===== src/pkg/ipcc_map.svh =====
`ifndef IPCC_MAP_SVH
`define IPCC_MAP_SVH
// register index of the port configuration register
`define IPCC_CFG_ADDR 8'h00
// read-only state register (own choice)
`define IPCC_STAT_ADDR 8'h01
`define IPCC_CFG_RESET 8'h00
// field positions
`define IPCC_BIT_VIS 7
`define IPCC_BIT_SLAVE_ADDR_HI 4
`define IPCC_BIT_SLAVE_ADDR_LO 3
`define IPCC_BIT_CASCADE_SELECT 2
`define IPCC_BIT_IC1 1
`define IPCC_BIT_IC0 0
// writable bits; bits 6 and 5 read zero
`define IPCC_CFG_WMASK 8'h9F
`endif


===== src/pkg/ipcc_pkg.sv =====
package ipcc_pkg;
	typedef struct packed {
		logic masked_visible;
		logic slave_addr_hi;
		logic slave_addr_lo;
		logic cascade_select;
		logic irq_drive_polarity;
		logic irq_drive_type;
	} ipcc_cfg_s;
	typedef struct packed {
		logic out;
		logic oe;
	} ipcc_pin_s;
	typedef enum logic [1:0] {
		IPCC_IDLE = 2'b00,
		IPCC_PEND = 2'b01,
		IPCC_ACK = 2'b10
	} ipcc_state_e;
endpackage


===== src/logic/ipcc_top.sv =====
// Chosen here: the register offsets and the address-and-strobe port.
`timescale 1ns/1ps
`include "ipcc_map.svh"
module ipcc_top (
	// clocking
	input wire logic clk,
	input wire logic resetn,
	input wire logic ce,
	// register port
	input wire logic [7:0] reg_addr,
	input wire logic [7:0] reg_wdata,
	input wire logic reg_wr,
	input wire logic reg_rd,
	output logic [7:0] reg_rdata,
	// interrupt sources
	input wire logic [7:0] irq_status,
	input wire logic [7:0] irq_mask,
	output logic [7:0] status_flagged,
	output logic global_irq_summary,
	// request pin
	output ipcc_pkg::ipcc_pin_s irq_pin,
	// chain pins
	input wire logic chain_pin_a_in,
	output ipcc_pkg::ipcc_pin_s chain_pin_a,
	input wire logic chain_pin_b_in,
	// acknowledge
	input wire logic irq_acknowledge,
	output logic ack_accepted
);
	import ipcc_pkg::*;

	// ***************
	// registers
	// ***************
	ipcc_cfg_s cfg_q;
	ipcc_state_e state_q;
	logic [2:0] sync_w;
	logic pin_a_s, pin_b_s, ack_s;
	logic req_w, match_w;

	assign pin_a_s = sync_w[0];
	assign pin_b_s = sync_w[1];
	assign ack_s = sync_w[2];

	ipcc_sync u_sync (
		.clk(clk),
		.resetn(resetn),
		.ce(ce),
		.din({irq_acknowledge, chain_pin_b_in, chain_pin_a_in}),
		.dout(sync_w)
	);

	function automatic logic [7:0] cfg_byte(input ipcc_cfg_s c);
		logic [7:0] b;
		b = 8'h00;
		b[`IPCC_BIT_VIS] = c.masked_visible;
		b[`IPCC_BIT_SLAVE_ADDR_HI] = c.slave_addr_hi;
		b[`IPCC_BIT_SLAVE_ADDR_LO] = c.slave_addr_lo;
		b[`IPCC_BIT_CASCADE_SELECT] = c.cascade_select;
		b[`IPCC_BIT_IC1] = c.irq_drive_polarity;
		b[`IPCC_BIT_IC0] = c.irq_drive_type;
		return b;
	endfunction

	always_ff @(posedge clk) begin
		if (!resetn) begin
			cfg_q <= '0;
		end else if (ce && reg_wr && reg_addr == `IPCC_CFG_ADDR) begin
			cfg_q.masked_visible <= reg_wdata[`IPCC_BIT_VIS];
			cfg_q.slave_addr_hi <= reg_wdata[`IPCC_BIT_SLAVE_ADDR_HI];
			cfg_q.slave_addr_lo <= reg_wdata[`IPCC_BIT_SLAVE_ADDR_LO];
			cfg_q.cascade_select <= reg_wdata[`IPCC_BIT_CASCADE_SELECT];
			cfg_q.irq_drive_polarity <= reg_wdata[`IPCC_BIT_IC1];
			cfg_q.irq_drive_type <= reg_wdata[`IPCC_BIT_IC0];
		end
	end

	always_ff @(posedge clk) begin
		if (!resetn) begin
			reg_rdata <= 8'h00;
		end else if (ce) begin
			if (reg_rd && reg_addr == `IPCC_CFG_ADDR) begin
				reg_rdata <= cfg_byte(cfg_q) & `IPCC_CFG_WMASK;
			end else if (reg_rd && reg_addr == `IPCC_STAT_ADDR) begin
				reg_rdata <= {5'h00, ack_accepted, state_q};
			end else begin
				reg_rdata <= 8'h00;
			end
		end
	end

	// ***************
	// status gating
	// ***************
	assign req_w = |(irq_status & ~irq_mask);

	always_ff @(posedge clk) begin
		if (!resetn) begin
			status_flagged <= 8'h00;
			global_irq_summary <= 1'b0;
		end else if (ce) begin
			// masked bits flagged only when visible; never summarized
			status_flagged <= cfg_q.masked_visible ? irq_status : (irq_status & ~irq_mask);
			global_irq_summary <= req_w;
		end
	end

	a_flag_masked_hidden: assert property (@(posedge clk) disable iff (!resetn)
		$past(ce) && $past(resetn) && !$past(cfg_q.masked_visible)
		|-> (status_flagged & $past(irq_mask)) == 8'h00)
		else $error("masked status flagged while not visible");

	a_summary_unmasked: assert property (@(posedge clk) disable iff (!resetn)
		$past(ce) && $past(resetn)
		|-> global_irq_summary == |($past(irq_status) & ~$past(irq_mask)))
		else $error("summary does not follow unmasked status");

	// ***************
	// acknowledge
	// ***************
	// address pins only count in mode 0
	assign match_w = cfg_q.cascade_select ? pin_b_s :
		({pin_b_s, pin_a_s} == {cfg_q.slave_addr_hi, cfg_q.slave_addr_lo});

	always_ff @(posedge clk) begin
		if (!resetn) begin
			state_q <= IPCC_IDLE;
			ack_accepted <= 1'b0;
		end else if (ce) begin
			ack_accepted <= 1'b0;
			unique case (state_q)
				IPCC_IDLE: begin
					if (req_w) begin
						state_q <= IPCC_PEND;
					end
				end
				IPCC_PEND: begin
					if (!req_w) begin
						state_q <= IPCC_IDLE;
					end else if (ack_s && match_w) begin
						ack_accepted <= 1'b1;
						state_q <= IPCC_ACK;
					end
				end
				IPCC_ACK: begin
					if (!ack_s) begin
						state_q <= req_w ? IPCC_PEND : IPCC_IDLE;
					end
				end
				default: begin
					state_q <= IPCC_IDLE;
				end
			endcase
		end
	end

	a_ack_accept_cond: assert property (@(posedge clk) disable iff (!resetn)
		$rose(ack_accepted)
		|-> $past(state_q) == IPCC_PEND && $past(req_w) && $past(ack_s) && $past(match_w))
		else $error("acknowledge accepted without request or match");

	a_ack_one_pulse: assert property (@(posedge clk) disable iff (!resetn)
		ack_accepted && ce
		|=> !ack_accepted)
		else $error("acknowledge accepted for more than one cycle");

	// ***************
	// pin drivers
	// ***************
	always_ff @(posedge clk) begin
		if (!resetn) begin
			irq_pin <= '0;
		end else if (ce) begin
			if (!cfg_q.irq_drive_type) begin
				irq_pin.out <= 1'b0;
				irq_pin.oe <= req_w;
			end else begin
				irq_pin.out <= cfg_q.irq_drive_polarity ? req_w : !req_w;
				irq_pin.oe <= 1'b1;
			end
		end
	end

	a_od_drive_off: assert property (@(posedge clk) disable iff (!resetn)
		$past(ce) && $past(resetn) && !$past(cfg_q.irq_drive_type)
		|-> !irq_pin.out && irq_pin.oe == $past(req_w))
		else $error("open drain request pin driven wrongly");

	a_pp_drive_level: assert property (@(posedge clk) disable iff (!resetn)
		$past(ce) && $past(resetn) && $past(cfg_q.irq_drive_type)
		|-> irq_pin.oe && irq_pin.out == ($past(cfg_q.irq_drive_polarity) == $past(req_w)))
		else $error("push pull request pin level wrong");

	always_ff @(posedge clk) begin
		if (!resetn) begin
			chain_pin_a <= '0;
		end else if (ce) begin
			chain_pin_a.oe <= cfg_q.cascade_select;
			// low while the request is active, else pass upstream
			chain_pin_a.out <= cfg_q.cascade_select && !req_w && pin_b_s;
		end
	end

	a_chain_pins_input: assert property (@(posedge clk) disable iff (!resetn)
		$past(ce) && $past(resetn) && !$past(cfg_q.cascade_select)
		|-> !chain_pin_a.oe && !chain_pin_a.out)
		else $error("chain pin driven in slave address mode");

	a_chain_block_low: assert property (@(posedge clk) disable iff (!resetn)
		$past(ce) && $past(resetn) && $past(cfg_q.cascade_select) && $past(req_w)
		|-> chain_pin_a.oe && !chain_pin_a.out)
		else $error("downstream enable not low while request active");

	a_chain_pass_up: assert property (@(posedge clk) disable iff (!resetn)
		$past(ce) && $past(resetn) && $past(cfg_q.cascade_select) && !$past(req_w)
		|-> chain_pin_a.oe && chain_pin_a.out == $past(pin_b_s))
		else $error("upstream enable not passed downstream");
endmodule


===== src/logic/ipcc_sync.sv =====
`timescale 1ns/1ps
module ipcc_sync (
	// clocking
	input wire logic clk,
	input wire logic resetn,
	input wire logic ce,
	// level
	input wire logic [2:0] din,
	output logic [2:0] dout
);
	logic [2:0] meta_q;
	always_ff @(posedge clk) begin
		if (!resetn) begin
			meta_q <= 3'h0;
			dout <= 3'h0;
		end else if (ce) begin
			meta_q <= din;
			dout <= meta_q;
		end
	end
endmodule


===== config.mk =====
export PLATFORM = sky130hd
export DESIGN_NAME = ipcc_top
export DESIGN_NICKNAME = d
export VERILOG_FILES = /design/src/pkg/ipcc_pkg.sv /design/src/logic/ipcc_top.sv /design/src/logic/ipcc_sync.sv
export VERILOG_INCLUDE_DIRS = /design/src /design/src/pkg
export SDC_FILE = /design/constraint.sdc
export NUM_CORES = 1
export LEC_CHECK = 0
export BUFFER_PORTS_ARGS = -buffer_cell sky130_fd_sc_hd__buf_2
export CAP_MARGIN = 15
export CORE_ASPECT_RATIO = 1.4
export CORE_UTILIZATION = 43
export CTS_CLUSTER_SIZE = 20
export DETAILED_ROUTE_END_ITERATION = 6
export PLACE_DENSITY = 0.78
export SETUP_SLACK_MARGIN = 0.1
export SYNTH_ARGS = -nofsm -noshare
export SYNTH_HDL_FRONTEND = slang
export SYNTH_SLANG_ARGS = --single-unit
export TNS_END_PERCENT = 1

===== constraint.sdc =====
create_clock -name clk -period 1.2 [get_ports clk]
set_input_delay 0.18 -clock clk [delete_from_list [all_inputs] [get_ports clk]]
set_output_delay 0.18 -clock clk [all_outputs]
set_load 0.03 [all_outputs]

Yosys cells after proc, flatten, opt, wreduce, memory -nomap -nowiden
Cells that the tools add are included.
{"block": "op_classes", "eq_ne": 7, "mux": 15, "bitwise_logic": 2, "n_reduce_logical": 12}
{"cell": "$mux W8", "n": 2}
{"cell": "$mux W2", "n": 5}
{"cell": "$and A8 B8 Y8", "n": 1}
{"cell": "$eq A8 B1 Y1 const B", "n": 1}
{"cell": "$logic_not A8 Y1", "n": 1}
{"cell": "$not A8 Y8", "n": 1}
{"cell": "$reduce_or A8 Y1", "n": 1}
{"cell": "$logic_and A1 B1 Y1", "n": 7}
{"cell": "$mux W1", "n": 6}
{"cell": "$pmux W2 S3", "n": 1}
{"cell": "$ne A2 B2 Y1 const B", "n": 2}
{"cell": "$reduce_and A4 Y1", "n": 1}
{"cell": "$mux W3", "n": 1}
{"cell": "$ne A3 B3 Y1 const B", "n": 1}
{"cell": "$eq A2 B1 Y1 const B", "n": 1}
{"cell": "$eq A2 B2 Y1", "n": 1}
{"cell": "$eq A2 B2 Y1 const B", "n": 1}
{"cell": "$logic_not A2 Y1", "n": 1}
{"cell": "$logic_not A1 Y1", "n": 1}
{"block": "totals", "regBits": 36, "in_bits": 40, "out_inout_bits": 22, "word_cells": 53}

Depth between registers and ports, before layout
Gate-level depths: netlist of the first run.
{"block": "depth", "depth_word": 6, "ltp_mapped": 6, "mapped_depth_nobuf": 4}

Cells and area by module
A second synthesis of the first run with hierarchy kept.
{"block": "hier_totals", "cells_unflattened": 162, "area_unflattened_um2": 1487.7}
{"mod": "ipcc_top", "cells_per_inst": 143, "n_inst": 1, "area_per_inst_um2": 1258.7, "seq_area_each_um2": 560.5}
{"mod": "ipcc_sync", "cells_per_inst": 19, "n_inst": 1, "area_per_inst_um2": 229.0, "seq_area_each_um2": 120.1}

Least setup slack after synthesis of the first run
OpenSTA, ideal clock, no wires.
{"block": "synth_path", "path_kind": "input to register", "startpoint": "input port ce", "endpoint": "register cfg_q[0] (netlist bit)", "cell_stages": 5, "n_path_buf": 1, "path_slack_ns": 0.057, "setup_ns": 0.128, "required_time_ns": 1.072, "t_arrival_ns": 1.015, "cell_sequence": "buf_4 -> nor4b_4 -> nand4b_2 -> mux2i_1 -> nor2_1"}
{"block": "synth_between", "elab_chain_cells": 2}
{"element": "start: declaration", "line_no": "ipcc_top.sv:8", "rtl": "input wire logic ce,"}
{"element": "$logic_and A1 B1 Y1", "line_no": "ipcc_top.sv:68", "rtl": "end else if (ce && reg_wr && reg_addr == `IPCC_CFG_ADDR) begin"}
{"element": "$logic_and A1 B1 Y1 (no line)"}
{"element": "end: declaration", "line_no": "ipcc_top.sv:35", "rtl": "ipcc_cfg_s cfg_q;"}
No other way between the ends.
A chain may end at the register's enable or synchronous reset.

Final worst setup path of the first run
{"block": "layout_path", "startpoint": "register cfg_q[3] (netlist bit)", "endpoint": "register state_q[0]"}
{"block": "layout_between", "elab_chain_cells": 5}
{"element": "$eq A2 B2 Y1", "line_no": "ipcc_top.sv:123", "rtl": "({pin_b_s, pin_a_s} == {cfg_q.slave_addr_hi, cfg_q.slave_addr_lo});"}
{"element": "$mux W1", "line_no": "ipcc_top.sv:122", "rtl": "assign match_w = cfg_q.cascade_select ? pin_b_s :"}
{"element": "$logic_and A1 B1 Y1", "line_no": "ipcc_top.sv:140", "rtl": "end else if (ack_s && match_w) begin"}
{"element": "$ne A3 B3 Y1 (no line)"}
{"element": "$reduce_and A4 Y1 (no line)"}
{"element": "end signal: assignment", "line_no": "ipcc_top.sv:147", "rtl": "state_q <= req_w ? IPCC_PEND : IPCC_IDLE;"}
{"element": "end: declaration", "line_no": "ipcc_top.sv:36", "rtl": "ipcc_state_e state_q;"}
No other way between the ends.

==> flow_metrics.py, run 1 <==
metrics = {
    "pwr": {
        "power_w": 0.00227,
        "p_switching_w": 0.000586,
        "seqPwrFrac": 0.517,
        "pwr-share-clk": 0.345,
        "power_density_nw_per_um2": 1100,
        "vdd_drop_max_mv": 0.950,
        "p_int_w": 0.00169,
        "p_sw_frac": 0.258,
        "leakagePower_nw": 1.01,
        "combPwrFrac": 0.137,
    },
    "grt": {
        "grt_start_max_net_pins": 31,
        "grt_usage": 0.207,
        "grt_pass1_wl_mm": 5.82,
        "grt_pass1_vias": 1350,
        "antenna_found_initial": 0,
        "grt_overflow": 0,
    },
    "floorplan": {
        "io_pins": 62,
        "initial_core_util": 0.460,
        "dieArea_sq_um": 3930,
        "rows": 25,
        "coreArea_sq_um": 3440,
        "die_w_um": 53.3,
        "die_h_um": 73.8,
    },
    "routing": {
        "drt_iter0_markers": 22,
        "num_vias": 1441,
        "routed_via_density": 5.24,
        "wirelength_mm": 3.59,
        "drcViolationCount": 0,
        "wire_per_inst_um": 13.0,
        "dr.pass1.iters": 3,
        "ant_nets": 0,
    },
    "layout": {
        "final_cell_area_sq_um": 2070,
        "antenna_cells": 0,
        "final_util": 0.602,
        "fin_nets": 275,
        "drive_above_1_share": 0.362,
        "synthToLayoutAreaGrowth_pct": 30.8,
    },
    "clock_network": {
        "hold_buffers": 0,
        "root_buffer": "clkbuf_8",
        "cts.sinks": 34,
        "cts_tree": "built",
        "worstSkewPairLatency_ps": 290,
        "clk_pin_slew_ps": 60,
        "cts_buffer_depth": 2,
        "cts-buffers-inserted": 5,
        "ctsHtreeMaxLevel": 2,
    },
    "yosys": {
        "yosys-top-cells-area": "dfxtp_1, mux2i_1, o211ai_1",
        "synth_flop_cell": "dfxtp_1",
        "ys.warnings.count": 0,
        "ys_seq_area_frac": 0.430,
        "synth_top_area_frac": 0.430,
        "synthCells": 170,
        "synth.avg_cell_area_sq_um": 9.31,
        "synth_top_area_cell": "dfxtp_1",
        "synth_seq_cells": 34,
        "synth_edf_count": 0,
        "synthesis.area_sq_um": 1580,
        "ys_types": 35,
        "async_flop_share": 0,
    },
    "setup_path": {
        "cp-end-kind": "register",
        "required_ps": 1380,
        "crit_arrival_ps": 1420,
        "cp_max_fo": 3,
        "start_kind": "register",
        "path_class": "register to register",
    },
    "timing": {
        "fin_worst_skew_ps": 6.65,
        "clock.fmax_mhz": 807,
        "layout_setup_ws_ps": -38.5,
        "min_period_ps": 1240,
        "setup-violations-final": 1,
        "finalCritPeriodShare": 1.03,
        "rsz0062_at_grt": "yes",
        "hold_violations": 0,
        "drv_slew": 0,
    },
    "status": {
        "status": "finished with violations",
        "violations": "negative setup slack",
    },
    "placed_design": {
        "dpl.hpwl_mm": 2.63,
        "place_area_sq_um": 1980,
        "place.gp.congestion": 0.792,
        "io_buffers": 57,
    },
    "job": {
        "max-cap-violations": 0,
    },
    "worst_hold_path": {
        "hold_class": "primary input to register",
    },
}
-- sequential cells by signal (all words and copies together), names as in the netlist, 2 cells and up --
signal          cells
state_q             2
u_sync.dout         3
reg_rdata           6
status_flagged      8
u_sync.meta_q       3
cfg_q               6
irq_pin             2
chain_pin_a         2
-- worst max-delay path: stages (launching register included) --
cell,delay (ps)
dfxtp_1,320
xor2_1,170
nor4_1,190
o211ai_1,180
a32o_1,280
-- area by class of cell --
| type | count | area (sq um) |
|---|---|---|
| Multi-Input combinational cell | 114 | 833 |
| Sequential cell | 34 | 683 |
| Fill cell | 321 | 1370 |
| Clock buffer | 5 | 68.8 |
| Inverter | 12 | 45.0 |
| Clock inverter | 2 | 10.0 |
| Timing Repair Buffer | 68 | 380 |
| Tap cell | 40 | 50.0 |
-- power groups by stage --
stage	registers (W)	logic (W)	clock network, W
detailed placement	0.00120	0.000312	0
global route	0.00118	0.000342	0.000843
finish	0.00118	0.000312	0.000785
floorplan	0.00123	0.000153	0
CTS	0.00118	0.000314	0.000799
global placement	0.00120	0.000307	0
-- cell usage in the layout, fill, tap and decap left out, types with 2 or more instances in the layout --
cell type / netlist / routed
a2111oi_4: 2 / 2
a21oi_1: 8 / 8
a2bb2oi_1: 3 / 3
and3_1: 3 / 2
buf_2: 3 / 57
buf_4: 3 / 10
clkbuf_8: 0 / 5
clkinv_2: 0 / 2
conb_1: 1 / 2
dfxtp_1: 34 / 32
dfxtp_2: 0 / 2
inv_1: 11 / 11
mux2i_1: 16 / 16
nand2_1: 6 / 6
nand2b_1: 7 / 7
nand3_1: 5 / 4
nor2_1: 17 / 17
nor2b_1: 10 / 10
nor3b_1: 3 / 3
o211ai_1: 9 / 9
o21a_1: 4 / 4
o21ai_0: 4 / 4
o31ai_1: 2 / 2
-- repair_timing --
| item | 4_1_cts | 5_1_grt |
|---|---|---|
| buffers inserted | 0 | 0 |
| resized for setup | 1 | 3 |
| pin swaps | 1 | 1 |
| hold endpoints to repair | 0 | 0 |
| gates cloned | 0 | 0 |
| endpoints found under the setup margin | 3 | 7 |
-- per-stage QoR --
stage / cells / hold WS (ps) / setup slack, ps / TNS (ps)
floorplan: 171 / 324 / 65.1 / 0
global placement: 268 / 412 / -146 / -1240
detailed placement: 268 / 421 / -198 / -1690
CTS: 275 / 127 / -28.0 / -29.6
global route: 275 / 127 / -100 / -188
finish: 275 / 123 / -38.5 / -38.5
-- layer usage --
metal	share of wire	GRT usage	routed length [um]
met1	0.38	0.208	1370
met2	0.55	0.381	1980
met3	0.044	0.0600	158
met4	0.021	0.0877	74
met5	0	0	0
-- Yosys cell counts, types with 2 or more instances --
cell type	number
a2111oi_4	2
inv_1	11
nor2b_1	10
a21oi_1	8
o31ai_1	2
dfxtp_1	34
nor3b_1	3
buf_2	3
nand2b_1	7
nand3_1	5
a2bb2oi_1	3
clkbuf_1	5
nand2_1	6
and3_1	3
o211ai_1	9
mux2i_1	16
o21ai_0	4
buf_4	3
nor2_1	17
o21a_1	4
-- cells by family (layout without fill, tap and decap cells) --
group | after synthesis | after routing | synth area share
AOI/OAI and AO/OA | 36 | 36 | 0.181
xor gates and xnor gates | 1 | 1 | 0.00553
buffers and inverters | 23 | 87 | 0.0640
DFF | 34 | 34 | 0.430
muxes | 16 | 16 | 0.101
other | 1 | 2 | 0.00237
and+or+nand+nor | 59 | 59 | 0.216
-- path summary, 6_finish.rpt --
kind,startpoint,cells past startpoint,slack (ps),end
max reg2reg,cfg_q[3]$_SDFFE_PN0P_,4,-40,state_q[0]$_SDFFE_PN0P_
max,cfg_q[3]$_SDFFE_PN0P_,4,-40,state_q[0]$_SDFFE_PN0P_
min,chain_pin_a_in,3,120,u_sync.meta_q[0]$_SDFFE_PN0P_
min reg2reg,status_flagged[0]$_SDFFE_PN0P_,2,470,status_flagged[0]$_SDFFE_PN0P_
(Power assumes the default switching activity.)
==> run 2, diff against run 1 <==
- CORE_UTILIZATION: 43 -> 30
- PLACE_DENSITY: 0.78 -> 0.59
- SLEW_MARGIN: default -> 10
==> run 2 against run 1 <==
Compared with the run above: the run still ends with negative setup slack left; die area increased by 42%; clock power increased by 8.4%; count of clock-buffer cells in the layout increased by 2; via count decreased by 3.8%; critical path depth unchanged; power increased by 2.9%; final area increased by 2.2%; sequential power about the same; critical endpoint unchanged; largest cell class unchanged; largest power group unchanged; highest routed layer unchanged.
==> flow_metrics.py, run 2 (synthesis results as in run 1) <==
metrics = {
    "status": {
        "status": "finished with violations",
        "violations": "negative setup slack",
    },
    "layout": {
        "synthToLayoutAreaGrowth_pct": 33.8,
        "regArea_sq_um": 684,
        "layout_common_cells": "buf_2, dfxtp_1, nor2_1",
        "largest_reg_flops": 8,
        "antenna_cells": 0,
        "drive_above_1_share": 0.363,
        "fin_nets": 276,
        "fillers": 542,
        "top_register": "status_flagged",
        "final_common_cell": "buf_2",
        "multi_input_area_sq_um": 828,
        "final_util": 0.427,
        "largestRegisters": "status_flagged x8, cfg_q x6, reg_rdata x6",
    },
    "routing": {
        "ant_nets": 0,
        "drcViolationCount": 0,
        "wirelength_mm": 3.57,
        "wire_per_inst_um": 11.9,
        "highest_layer": "met4",
        "drt_iter0_markers": 18,
        "wl_met1_mm": 1.51,
        "dr.pass1.iters": 3,
        "num_vias": 1386,
        "routed_via_density": 4.60,
        "wl_met2_mm": 1.80,
        "met3_length_um": 189,
    },
    "placed_design": {
        "io_buffers": 57,
        "dpl.hpwl_mm": 2.74,
        "dpl_worst_slack_ps": -149,
        "place.gp.congestion": 0.760,
    },
    "floorplan": {
        "io_pins": 62,
        "dieArea_sq_um": 5570,
        "rows": 30,
        "die_h_um": 87.9,
        "coreArea_sq_um": 4950,
        "initial_core_util": 0.319,
        "die_w_um": 63.4,
    },
    "pwr": {
        "seqPwrFrac": 0.502,
        "leakagePower_nw": 1.02,
        "pwr-share-clk": 0.364,
        "combPwrFrac": 0.134,
        "p_int_w": 0.00176,
        "power_density_nw_per_um2": 1100,
        "p_switching_w": 0.000577,
        "p_sw_frac": 0.247,
        "power_w": 0.00234,
        "vdd_drop_max_mv": 0.514,
    },
    "setup_path": {
        "cp_max_fo": 3,
        "timing.rr.start": "u_sync.dout[0]$_SDFFE_PN0P_",
        "reg2reg_depth": 4,
        "path_cells": "xor2_1, nor4_1, o211ai_1, a32o_1",
        "crit_slowest_cell": "dfxtp_2",
        "cp-end-kind": "register",
        "timing.reg2reg.setup_slack_ps": -20,
        "start_kind": "register",
        "critPathMaxStageDelay_ps": 320,
        "crit_arrival_ps": 1390,
        "worst_r2r_endpoint": "state_q[0]$_SDFFE_PN0P_",
        "required_ps": 1370,
        "crit_path_start": "u_sync.dout[0]$_SDFFE_PN0P_",
        "path_class": "register to register",
    },
    "timing": {
        "min_period_ps": 1220,
        "layout_setup_ws_ps": -16.8,
        "hold_violations": 0,
        "clock.fmax_mhz": 822,
        "fin_hold_ws_ps": 131,
        "rsz0062_at_grt": "yes",
        "fin_worst_skew_ps": 4.73,
        "drv_slew": 0,
        "setup-violations-final": 1,
        "finalCritPeriodShare": 1.01,
    },
    "grt": {
        "grt_pass1_wl_mm": 5.98,
        "grt_pass1_vias": 1412,
        "grt_overflow": 0,
        "grt_usage": 0.140,
        "grt_start_max_net_pins": 26,
        "antenna_found_initial": 0,
    },
    "clock_network": {
        "clk_pin_slew_ps": 70,
        "ctsHtreeMaxLevel": 2,
        "worstSkewPairLatency_ps": 280,
        "cts_buffer_depth": 2,
        "hold_buffers": 0,
        "cts.sinks": 34,
        "cts_tree": "built",
        "cts_post_setup_buffers_inserted": 0,
        "root_buffer": "clkbuf_8",
        "cts-buffers-inserted": 5,
    },
    "worst_hold_path": {
        "hold_class": "primary input to register",
        "whs_endpoint": "cfg_q[5]$_SDFFE_PN0P_",
        "hp-start": "reg_wdata[7]",
        "whs_path_depth": 3,
    },
    "job": {
        "max-cap-violations": 0,
    },
}
[run 2: layout make-up]
type,instances,area share
clock inverters,1,0.00236
well taps,64,0.0378
clock buffers,7,0.0408
flip-flops and latches,34,0.323
repair buffers,69,0.183
inverters,12,0.0213
multi-input cells,114,0.391
[run 2: power by group through the flow]
stage,registers (W),logic (W),clock network (W)
after floorplan,0.00123,0.000153,0
after CTS,0.00117,0.000318,0.000888
after detailed placement,0.00120,0.000317,0
final,0.00117,0.000313,0.000851
after global routing,0.00118,0.000343,0.000940
after global placement,0.00120,0.000314,0
[run 2: worst max-delay path, delay by kind of cell (launching register included)]
| kind | cells | cell delay (ps) |
|---|---|---|
| AO/OA/AOI/OAI | 2 | 450 |
| flip-flops | 1 | 320 |
| XOR/XNOR | 1 | 160 |
| AND/OR/NAND/NOR | 1 | 180 |
[run 2: how the worst max path moves through the flow]
stage | to | slack [ps] | depth (start not counted)
after floorplan | state_q[0]$_SDFFE_PN0P_ | 70 | 4
after global placement | irq_pin[1]$_SDFFE_PN0P_ | -150 | 5
after detailed placement | irq_pin[1]$_SDFFE_PN0P_ | -150 | 5
after CTS | state_q[0]$_SDFFE_PN0P_ | -20 | 4
after global routing | state_q[0]$_SDFFE_PN0P_ | -120 | 4
final | state_q[0]$_SDFFE_PN0P_ | -20 | 4
[run 2: per-stage QoR]
step	cells	setup TNS, ps	area (sq um)
6_report	301	-16.8	2120
4_1_cts	301	-23.2	2110
2_1_floorplan	171	0	1610
3_5_place_dp	293	-1460	2020
3_3_place_gp	293	-1380	2020
5_1_grt	301	-294	2120
[run 2: repair_timing]
item	in CTS	in global routing
pin swaps	1	0
gates cloned	0	0
setup endpoints to repair	3	6
resized for setup	2	2
endpoints found under the hold margin	0	0
[run 2: per-layer routing]
layer	up-vias	GRT usage
met2	35	0.272
met4	0	0.0682
li1	717	-
met1	629	0.134
met5	-	0
met3	5	0.0391
==> run 3, diff against run 2 <==
- SETUP_SLACK_MARGIN: 0.1 -> default
==> run 3 against run 2 <==
Compared with the run above: maximum frequency down 2.8%; the run still ends with negative setup slack left; final cell count up 2.0%; global-route usage up 0.51 points; first-iteration DRC count up 120%.
==> flow_metrics.py, run 3 (synthesis results as in run 1) <==
metrics = {
    "status": {
        "status": "finished with violations",
        "violations": "negative setup slack",
    },
    "setup_path": {
        "path_class": "register to register",
        "timing.reg2reg.setup_slack_ps": -50,
        "crit_arrival_ps": 1430,
        "critPathMaxStageDelay_ps": 330,
        "endpoint": "state_q[0]$_SDFFE_PN0P_",
        "worst_r2r_endpoint": "state_q[0]$_SDFFE_PN0P_",
        "crit_path_start": "u_sync.dout[0]$_SDFFE_PN0P_",
        "timing.rr.start": "u_sync.dout[0]$_SDFFE_PN0P_",
        "path_cells": "xor2_1, nor4_1, o211ai_1, a32o_1",
        "start_kind": "register",
        "required_ps": 1380,
        "cp-end-kind": "register",
        "cp_max_fo": 3,
        "reg2reg_depth": 4,
        "crit_slowest_cell": "dfxtp_2",
    },
    "timing": {
        "fin_setup_tns_ps": -51.7,
        "setup-violations-final": 1,
        "drv_slew": 0,
        "rsz0062_at_grt": "yes",
        "clock.fmax_mhz": 799,
        "finalCritPeriodShare": 1.04,
        "hold_violations": 0,
        "layout_setup_ws_ps": -51.7,
        "fin_worst_skew_ps": 10.0,
        "min_period_ps": 1250,
    },
    "pwr": {
        "pwr-share-clk": 0.414,
        "leakagePower_nw": 1.03,
        "power_w": 0.00254,
        "power_density_nw_per_um2": 1180,
        "p_sw_frac": 0.244,
        "p_switching_w": 0.000619,
        "seqPwrFrac": 0.463,
        "combPwrFrac": 0.123,
        "vdd_drop_max_mv": 0.592,
        "p_int_w": 0.00192,
    },
    "layout": {
        "layout_common_cells": "buf_2, dfxtp_1, buf_4",
        "fin_nets": 282,
        "final_cell_area_sq_um": 2150,
        "largestRegisters": "status_flagged x8, cfg_q x6, reg_rdata x6",
        "largest_reg_flops": 8,
        "antenna_cells": 0,
        "synthToLayoutAreaGrowth_pct": 35.7,
        "top_register": "status_flagged",
        "fin_cells": 307,
        "drive_above_1_share": 0.370,
        "final_common_cell": "buf_2",
    },
    "floorplan": {
        "die_h_um": 87.9,
        "initial_core_util": 0.319,
        "io_pins": 62,
        "coreArea_sq_um": 4950,
        "die_w_um": 63.4,
        "dieArea_sq_um": 5570,
        "rows": 30,
    },
    "placed_design": {
        "io_buffers": 57,
        "dpl.hpwl_mm": 2.93,
        "place_area_sq_um": 2030,
        "place.gp.congestion": 0.786,
        "place_inst": 299,
    },
    "clock_network": {
        "cts-buffers-inserted": 5,
        "cts_post_setup_buffers_inserted": 0,
        "clk_pin_slew_ps": 80,
        "cts_buffer_depth": 2,
        "cts.sinks": 34,
        "root_buffer": "clkbuf_8",
        "hold_buffers": 0,
        "cts_tree": "built",
        "worstSkewPairLatency_ps": 290,
        "ctsHtreeMaxLevel": 2,
    },
    "grt": {
        "grt_pass1_vias": 1397,
        "grt_start_max_net_pins": 19,
        "antenna_found_initial": 0,
        "grt_pass1_wl_mm": 6.27,
        "grt_usage": 0.146,
        "grt_overflow": 0,
    },
    "worst_hold_path": {
        "hp-start": "chain_pin_a_in",
        "hold_class": "primary input to register",
    },
    "routing": {
        "num_vias": 1426,
        "drcViolationCount": 0,
        "routed_via_density": 4.64,
        "wire_per_inst_um": 12.2,
        "drt_iter0_markers": 40,
        "wirelength_mm": 3.75,
        "dr.pass1.iters": 4,
        "ant_nets": 0,
    },
    "job": {
        "max-cap-violations": 0,
    },
}
## run 3: worst min-delay path by stage
stage                               endpoint  slack (ps)  cells past startpoint
6_report       u_sync.meta_q[0]$_SDFFE_PN0P_         120                      3
5_1_grt                cfg_q[3]$_SDFFE_PN0P_         130                      3
4_1_cts        u_sync.meta_q[0]$_SDFFE_PN0P_         110                      3
3_5_place_dp           cfg_q[1]$_SDFFE_PN0P_         420                      3
3_3_place_gp           cfg_q[1]$_SDFFE_PN0P_         420                      3
2_1_floorplan          cfg_q[0]$_SDFFE_PN0P_         320                      2
## run 3: timing repair
action / 4_1_cts / 5_1_grt
endpoints found under the setup margin: 2 / 3
pin swaps: 1 / 1
resized for setup: 2 / 0
## run 3: power groups by stage
| stage | logic (W) | clock network, W | registers [W] |
|---|---|---|---|
| final | 0.000312 | 0.00105 | 0.00117 |
| after global routing | 0.000342 | 0.00114 | 0.00118 |
| after CTS | 0.000318 | 0.00108 | 0.00117 |
| after detailed placement | 0.000317 | 0 | 0.00120 |
| after global placement | 0.000313 | 0 | 0.00120 |
| after floorplan | 0.000150 | 0 | 0.00123 |
## run 3: cell type report
cell class	instances	area, sq um
clock inverters	3	45.0
repair buffers	75	420
well taps	64	80.1
inverters	12	45.0
fillers	533	2810
flip-flops and latches	34	683
multi-input cells	114	805
clock buffers	5	68.8
## run 3: through the flow
stage	util	worst slack [ps]	hold WS [ps]
floorplan	-	57.4	324
global placement	0.410	-147	418
detailed placement	0.410	-184	420
CTS	0.433	-35.4	114
global route	0.433	-133	133
finish	0.433	-51.7	120
## run 3: critical path: cells and delay by family (launching register included)
kind / cells / cell delay, ps
AO/OA/AOI/OAI: 2 / 480
AND/OR/NAND/NOR: 1 / 170
flip-flops: 1 / 330
XOR/XNOR: 1 / 160
## run 3: routing by layer
layer / track usage / up-vias / wire length (um)
met4: 0.0620 / 0 / 59
met1: 0.148 / 659 / 1500
met2: 0.273 / 31 / 2020
li1: - / 731 / -
met5: 0 / - / 0
met3: 0.0443 / 5 / 175
